--- src/aux_pin_pkg.sv ---
// constants for the auxiliary pin configuration bank
`default_nettype none
package aux_pin_pkg;
  localparam int ADDR_W = 8;
  localparam int DATA_W = 8;
  localparam int PIN_COUNT = 4;
  localparam logic [7:0] PINS_5_6_CONFIG_ADDR = 8'h20;
  localparam logic [7:0] PINS_7_8_CONFIG_ADDR = 8'h21;
  localparam logic [7:0] CONFIG_RESET = 8'h00;
  localparam logic [7:0] RESERVED_MASK = 8'h44;
  localparam logic [7:0] UNMAPPED_READ = 8'h00;
  // field positions within one register
  localparam int HI_LEVEL_BIT = 7;
  localparam int HI_DIR_BIT = 5;
  localparam int HI_EN_BIT = 4;
  localparam int LO_LEVEL_BIT = 3;
  localparam int LO_DIR_BIT = 1;
  localparam int LO_EN_BIT = 0;
  // {direction, enable} pad modes
  typedef enum logic [1:0] {
    MODE_FUNC_OUT = 2'b00,
    MODE_GP_OUT = 2'b01,
    MODE_TRISTATE = 2'b10,
    MODE_GP_IN = 2'b11
  } pin_mode_t;
endpackage
`default_nettype wire

--- src/aux_pin_config_bank.sv ---
// register bank and pad control for auxiliary pins 5 to 8
//
// The implementer's own choice: strobed register access.
`default_nettype none
// Operation
// - drive local level only in general output mode
// - 00 functional output, 10 high impedance
// - 01 general output, 11 general input
// - upper pin uses bits 5 and 4
// - lower pin uses bits 1 and 0
// - pins 5/6 register at 0x20, resets zero
// - pins 7/8 register at 0x21, same layout
module aux_pin_config_bank (
  input wire logic ref_clk,
  input wire logic reset,
  input wire logic [7:0] reg_addr,
  input wire logic [7:0] reg_wdata,
  input wire logic reg_write,
  input wire logic reg_read,
  output logic [7:0] reg_rdata,
  input wire logic [3:0] func_out,
  input wire logic [3:0] pin_in,
  output logic [3:0] pin_out,
  output logic [3:0] pin_oe_n,
  output logic [3:0] gp_in_level
);
  logic [7:0] pins_5_6_config_q;
  logic [7:0] pins_5_6_config_d;
  logic [7:0] pins_7_8_config_q;
  logic [7:0] pins_7_8_config_d;
  logic [7:0] reg_rdata_q;
  logic [7:0] reg_rdata_d;
  logic [3:0] gp_in_q;

  wire hit_56 = reg_addr == aux_pin_pkg::PINS_5_6_CONFIG_ADDR;
  wire hit_78 = reg_addr == aux_pin_pkg::PINS_7_8_CONFIG_ADDR;
  // reserved bits are storage only and reach no pad logic
  assign pins_5_6_config_d = (reg_write && hit_56) ? reg_wdata
                                                   : pins_5_6_config_q;
  assign pins_7_8_config_d = (reg_write && hit_78) ? reg_wdata
                                                   : pins_7_8_config_q;
  assign reg_rdata_d = hit_56 ? pins_5_6_config_q :
                       hit_78 ? pins_7_8_config_q :
                       aux_pin_pkg::UNMAPPED_READ;

  always_ff @(posedge ref_clk)
  begin
    if (reset)
    begin
      pins_5_6_config_q <= aux_pin_pkg::CONFIG_RESET;
      pins_7_8_config_q <= aux_pin_pkg::CONFIG_RESET;
      reg_rdata_q <= aux_pin_pkg::UNMAPPED_READ;
      gp_in_q <= 4'h0;
    end
    else
    begin
      pins_5_6_config_q <= pins_5_6_config_d;
      pins_7_8_config_q <= pins_7_8_config_d;
      // read data valid only in the cycle after the strobe
      reg_rdata_q <= reg_read ? reg_rdata_d : aux_pin_pkg::UNMAPPED_READ;
      gp_in_q <= pin_in;
    end
  end
  assign reg_rdata = reg_rdata_q;

  // per-pin fields, index 0..3 = pins 5..8
  logic [3:0] level;
  logic [3:0] dir;
  logic [3:0] en;
  assign level = {pins_7_8_config_q[aux_pin_pkg::HI_LEVEL_BIT],
                  pins_7_8_config_q[aux_pin_pkg::LO_LEVEL_BIT],
                  pins_5_6_config_q[aux_pin_pkg::HI_LEVEL_BIT],
                  pins_5_6_config_q[aux_pin_pkg::LO_LEVEL_BIT]};
  assign dir = {pins_7_8_config_q[aux_pin_pkg::HI_DIR_BIT],
                pins_7_8_config_q[aux_pin_pkg::LO_DIR_BIT],
                pins_5_6_config_q[aux_pin_pkg::HI_DIR_BIT],
                pins_5_6_config_q[aux_pin_pkg::LO_DIR_BIT]};
  assign en = {pins_7_8_config_q[aux_pin_pkg::HI_EN_BIT],
               pins_7_8_config_q[aux_pin_pkg::LO_EN_BIT],
               pins_5_6_config_q[aux_pin_pkg::HI_EN_BIT],
               pins_5_6_config_q[aux_pin_pkg::LO_EN_BIT]};

  // pad outputs are combinational from register state so a mode change
  // lands on the pad in the cycle after the write
  genvar i;
  generate
    for (i = 0; i < aux_pin_pkg::PIN_COUNT; i++)
    begin : g_pin
      aux_pin_pkg::pin_mode_t mode;
      assign mode = aux_pin_pkg::pin_mode_t'({dir[i], en[i]});
      // remote control does not exist here, so gp output is always local
      assign pin_out[i] = (mode == aux_pin_pkg::MODE_GP_OUT) ? level[i] :
                          (mode == aux_pin_pkg::MODE_FUNC_OUT) ? func_out[i]
                                                                : 1'b0;
      assign pin_oe_n[i] = !((mode == aux_pin_pkg::MODE_FUNC_OUT) ||
                             (mode == aux_pin_pkg::MODE_GP_OUT));
      assign gp_in_level[i] = (mode == aux_pin_pkg::MODE_GP_IN) ?
                              gp_in_q[i] : 1'b0;
    end
  endgenerate
endmodule
`default_nettype wire

--- config.mk ---
export PLATFORM = sky130hd
export DESIGN_NAME = aux_pin_config_bank
export DESIGN_NICKNAME = d
export VERILOG_FILES = /design/src/aux_pin_pkg.sv /design/src/aux_pin_config_bank.sv
export SDC_FILE = /design/constraint.sdc
export NUM_CORES = 1
export LEC_CHECK = 0
export BUFFER_PORTS_ARGS = -buffer_cell sky130_fd_sc_hd__buf_2
export CELL_PAD_IN_SITES_DETAIL_PLACEMENT = 0
export CELL_PAD_IN_SITES_GLOBAL_PLACEMENT = 1
export CORE_MARGIN = 8
export CORE_UTILIZATION = 25
export CTS_BUF_LIST = sky130_fd_sc_hd__clkbuf_16
export CTS_CLUSTER_DIAMETER = 100
export DETAILED_ROUTE_END_ITERATION = 7
export PLACE_DENSITY_LB_ADDON = 0.1
export SETUP_SLACK_MARGIN = 0.05
export SLEW_MARGIN = 10
export SYNTH_ARGS = -nofsm -noshare
export SYNTH_HDL_FRONTEND = slang
export SYNTH_SLANG_ARGS = --single-unit
--- constraint.sdc ---
create_clock -name ref_clk -period 1.7 [get_ports ref_clk]
set_clock_uncertainty 0.05 [all_clocks]
set_input_delay 0.34 -clock ref_clk [delete_from_list [all_inputs] [get_ports ref_clk]]
set_output_delay 0.34 -clock ref_clk [all_outputs]
set_load 0.005 [all_outputs]
# Word level (Yosys, flattened, before mapping)
# Index checks and enable logic that the tools add are counted.
# totals
regBits,28
ram_bits,0
latch_bits,0
inputBits,28
n_memories,0
rom_bits,0
word_cells,44
# classes
bitwise,1
add_sub_neg,0
n_div,0
mul,0
n_reduce_logical,15
order_cmp,0
eq_ne,10
mux,14
shift,0
# op_table
operator,n
$eq A8 B6 Y1 const B,2
$mux W8,2
$mux W1,12
$eq A2 B1 Y1 const B,4
$eq A2 B2 Y1 const B,4
$logic_not A2 Y1,4
$logic_not A1 Y1,4
$logic_or A1 B1 Y1,4
$logic_and A1 B1 Y1,2
$reduce_or A2 Y1,1
$not A1 Y1,1

# Logic depth before layout (Yosys ltp)
# logic_depth
depth_word,3
mapped_depth,4
ltp_nobuf,3

# Least setup slack after synthesis
# No wires, ideal clock.
# synth_path
kind,input to register
from,input reg_addr[4]
to,register pins_5_6_config_q[0]
setup_slack_ns,0.357
t_required_ns,1.578
cell_stages,4
n_path_buf,1
setup_ns,0.072
arrival_ns,1.222
cell_sequence,nor4b_4 -> and4b_1 -> buf_6 -> mux2i_1
# synth_via
elab_chain_cells,2
# synth_lines
element,line,source
from (decl),aux_pin_config_bank.sv:16,"input wire logic [7:0] reg_addr,"
$eq A8 B6 Y1,aux_pin_config_bank.sv:35,wire hit_56 = reg_addr == aux_pin_pkg::PINS_5_6_CONFIG_ADDR;
$logic_and A1 B1 Y1,aux_pin_config_bank.sv:38,assign pins_5_6_config_d = (reg_write && hit_56) ? reg_wdata
to (signal assigned),aux_pin_config_bank.sv:50,pins_5_6_config_q <= aux_pin_pkg::CONFIG_RESET;
to (signal assigned),aux_pin_config_bank.sv:57,pins_5_6_config_q <= pins_5_6_config_d;
to (decl),aux_pin_config_bank.sv:27,logic [7:0] pins_5_6_config_q;
# No other way between the ends.
# A chain may end at the register's enable or synchronous reset.

# Final worst setup path
# layout_path
from,register pins_7_8_config_q[4]
to,output pin_out[3]
# layout_via
elab_chain_cells,3
word_cells_on_any_way,4
# layout_lines
element,line,source
from (decl),aux_pin_config_bank.sv:29,logic [7:0] pins_7_8_config_q;
from (signal assigned),aux_pin_config_bank.sv:51,pins_7_8_config_q <= aux_pin_pkg::CONFIG_RESET;
from (signal assigned),aux_pin_config_bank.sv:58,pins_7_8_config_q <= pins_7_8_config_d;
$logic_not A2 Y1,aux_pin_config_bank.sv:93,(mode == aux_pin_pkg::MODE_FUNC_OUT) ? func_out[i]
$mux W1,aux_pin_config_bank.sv:93,
$mux W1 (*),aux_pin_config_bank.sv:92,assign pin_out[i] = (mode == aux_pin_pkg::MODE_GP_OUT) ? level[i] :
to (decl),aux_pin_config_bank.sv:23,"output logic [3:0] pin_out,"
# Every way passes the cells marked *; elsewhere a longest branch is shown, timed or not.

==> impl_metrics.toml <==
[worst_setup_path]
crit_fanout = 4
crit-reg2reg-launch = "pins_7_8_config_q[5]"
worstReg2RegEnd = "pins_7_8_config_q[5]"
crit_slowest_cell = "sky130_fd_sc_hd__dfxtp_1"
reg2regPathDepth = 2
setup.worst_path.class = "register to output port"
worstSetupStartpoint = "pins_7_8_config_q[4]"
timing.critical_path.slowest_cell_delay_ps = 410
cp_data_required_time_ps = 1310
setup.worst_path.start_class = "register"
crit_path_cell_trace = "mux2i_1 > nor2_1 > buf_2"
worstPathArrival_ps = 1050
setup.reg_to_reg.worst_slack_ps = 970
worst_setup_path_end_kind = "output port"

[timing]
timing.fmax_ghz = 0.6940
timing.final.crit_period_ps = 1441
final_hold_viol_count = 0
rsz0062_at_grt = "false"
final_min_period_over_clock_period_pct = 84.76
worst_slew_margin_rel_pct = 73.21
worst_pin_slew_ps = 399.8
finalSetupViolations = 0
hold_slack_ps = 236.8
final-max-slew-violation-count = 0
setup_total_negative_slack_ps = 0
layout_setup_ws_ps = 259.1

[clock_tree]
cts_post_setup_buffers_inserted = 0
clock_sinks = 28
post_cts_hold_buffer_count = 0
cts.reportedPaths.clkPinSlew_ps = 70
cts_buffer_depth = 2
cts-root-buf = "sky130_fd_sc_hd__clkbuf_16"
ctsResizeCount = 0
clock_tree.htree_level_count = 1
tritoncts = "built"
numCtsBuffers = 3
clkLatencyLatePin_ps = 260

[logic_synthesis]
ys.flop_type = "sky130_fd_sc_hd__dfxtp_1"
syn-instance-count = 114
synth_area_per_cell_um2 = 10.55
synth_area_um2 = 1202
synth_top_area_cell = "sky130_fd_sc_hd__dfxtp_1"
synth_async_sr_flop_share_pct = 0
synth_area_leaders = "sky130_fd_sc_hd__dfxtp_1 (47%), sky130_fd_sc_hd__mux2i_1 (23%), sky130_fd_sc_hd__nand2b_1 (12%)"
netlist.area_leader.share_pct = 46.62
yosys_warnings = 0
synthTopCellsByCount = "sky130_fd_sc_hd__dfxtp_1 (28), sky130_fd_sc_hd__mux2i_1 (28), sky130_fd_sc_hd__nand2b_1 (24), sky130_fd_sc_hd__nor2_1 (12), sky130_fd_sc_hd__clkbuf_1 (7)"
synth.ff_latch_count = 28
synth-edff-count = 0
synth_cell_type_count = 14
syn-num-nets = 142
synth-seq-area-share_pct = 46.62

[global_route]
grt_use_total_pct = 8.681
first_global_vias = 1004
global_route.usage.met2_pct = 14.63
use_met3_pct = 3.089
globalRouteOverflowTotal = 0
grt_pass1_wl_mm = 4.968
globalRouteMet1Util_pct = 9.591
number_of_antenna_violations_at_the_first_check_in_global_routing = 0
globalRoute.busiestLayer = "met2"
pin_count_of_the_biggest_net_entering_global_routing = 18

[drt]
post_drt_wl_per_cell_um = 13.85
post-route-drc-count = 0
vias = 911
antenna_left = 0
drtIter0Drc = 29
routed_via_density = 4.237
routed_wirelength_mm = 2.977
first_pass_iters = 3

[placed_design]
placedCellCount = 211
placement.setup.worst_slack_ps = 172.7
detailedPlacementHpwl_mm = 2.354
buffer_ports.inserted = 47
place.gp.congestion = 0.6636
detailed_place.area_um2 = 1513

[pwr]
p_per_area_nw_per_um2 = 809.7
power_mw = 1.289
power.ir.vdd_worst_mv = 0.2928
leakage_power_nw = 0.7512

[cells_and_area]
post_route_cells_drive_above_1_share_pct = 36.02
area_growth_syn_to_layout_pct = 32.36
multiInputGateArea_um2 = 599.3
seqCellArea_um2 = 560.5
final-instance-count-excl-fill = 215
finalNetCount = 190
design_area_um2 = 1592
antennaDiodeCount = 0
final_core_util_pct = 33.92
final.fill_count = 501

[die]
initial_core_util_pct = 25.63
top_level_ports = 48
floorplan.die.width_um = 85.35
floorplan.rows = 25
die_height_um = 85.35
core_area_um2 = 4692
overall_die_area_um2 = 7285

[min_path]
hold_path.startpoint = "pin_in[3]"
whs_endpoint = "gp_in_q[3]"
worst_hold_path.num_cells = 2
hold_crit_class = "input port to register"

[job]
maxCapViolCount = 0

[run_status]
outcome = "completed"
==> state kept, by name, summed over array words and instances, names as in the netlist <==
register,cells
gp_in_q,4
pins_5_6_config_q,8
pins_7_8_config_q,8
reg_rdata,8
==> worst max-delay path by stage <==
stage / end / slack, ps / cells after the start
after floorplan: pins_5_6_config_q[0] / 360 / 4
after CTS: pin_out[3] / 240 / 3
final: pin_out[3] / 260 / 3
after detailed placement: pins_7_8_config_q[5] / 170 / 5
after global routing: pin_out[3] / 200 / 3
after global placement: reg_rdata[0] / 180 / 4
==> kinds of logic (layout without fill, tap and decap cells) <==
logic type | count (synthesis) | count (layout) | share of synthesized area [%]
AND/OR/NAND/NOR | 49 | 49 | 26.53
multiplexers | 28 | 28 | 23.31
buffers and inverters | 9 | 56 | 3.538
flip-flops | 28 | 28 | 46.62
==> metal layers <==
metal / part of all wire (%) / vias up
met3: 5.8 / 2
met2: 49 / 20
met5: 0 / -
met1: 45 / 415
li1: - / 474
met4: 0.71 / 0
==> power by group <==
part / total, mW / internal (mW) / switching [mW]
registers: 0.662 / 0.661 / 0.00138
logic: 0.0930 / 0.0527 / 0.0403
clock network: 0.533 / 0.315 / 0.218
total: 1.29 / 1.03 / 0.260
==> cells in the final DEF (no fill, tap or decap), drive strengths merged <==
cell type and n:
nand2b 24, nand4b 1, buf 52, clkinv 1, nand4 1, clkbuf 3, and3 4, nor2b 4
mux2i 28, nor4b 1, nor3 1, nor2 12, and4b 1, dfxtp 28
==> layout make-up <==
| class | instances | area share [%] |
|---|---|---|
| Multi-Input combinational cell | 77 | 37.66 |
| Sequential cell | 28 | 35.22 |
| Timing Repair Buffer | 52 | 17.92 |
| Clock buffer | 3 | 4.717 |
| Tap cell | 54 | 4.245 |
| Clock inverter | 1 | 0.2358 |
==> worst max-delay path: cells and delay by family, from the launching register on <==
| family | cells | cell delay (ps) |
|---|---|---|
| DFF | 1 | 410 |
| buffers and inverters | 1 | 130 |
| and+or+nand+nor | 1 | 50 |
| muxes | 1 | 210 |
(Power assumes the default switching activity.)
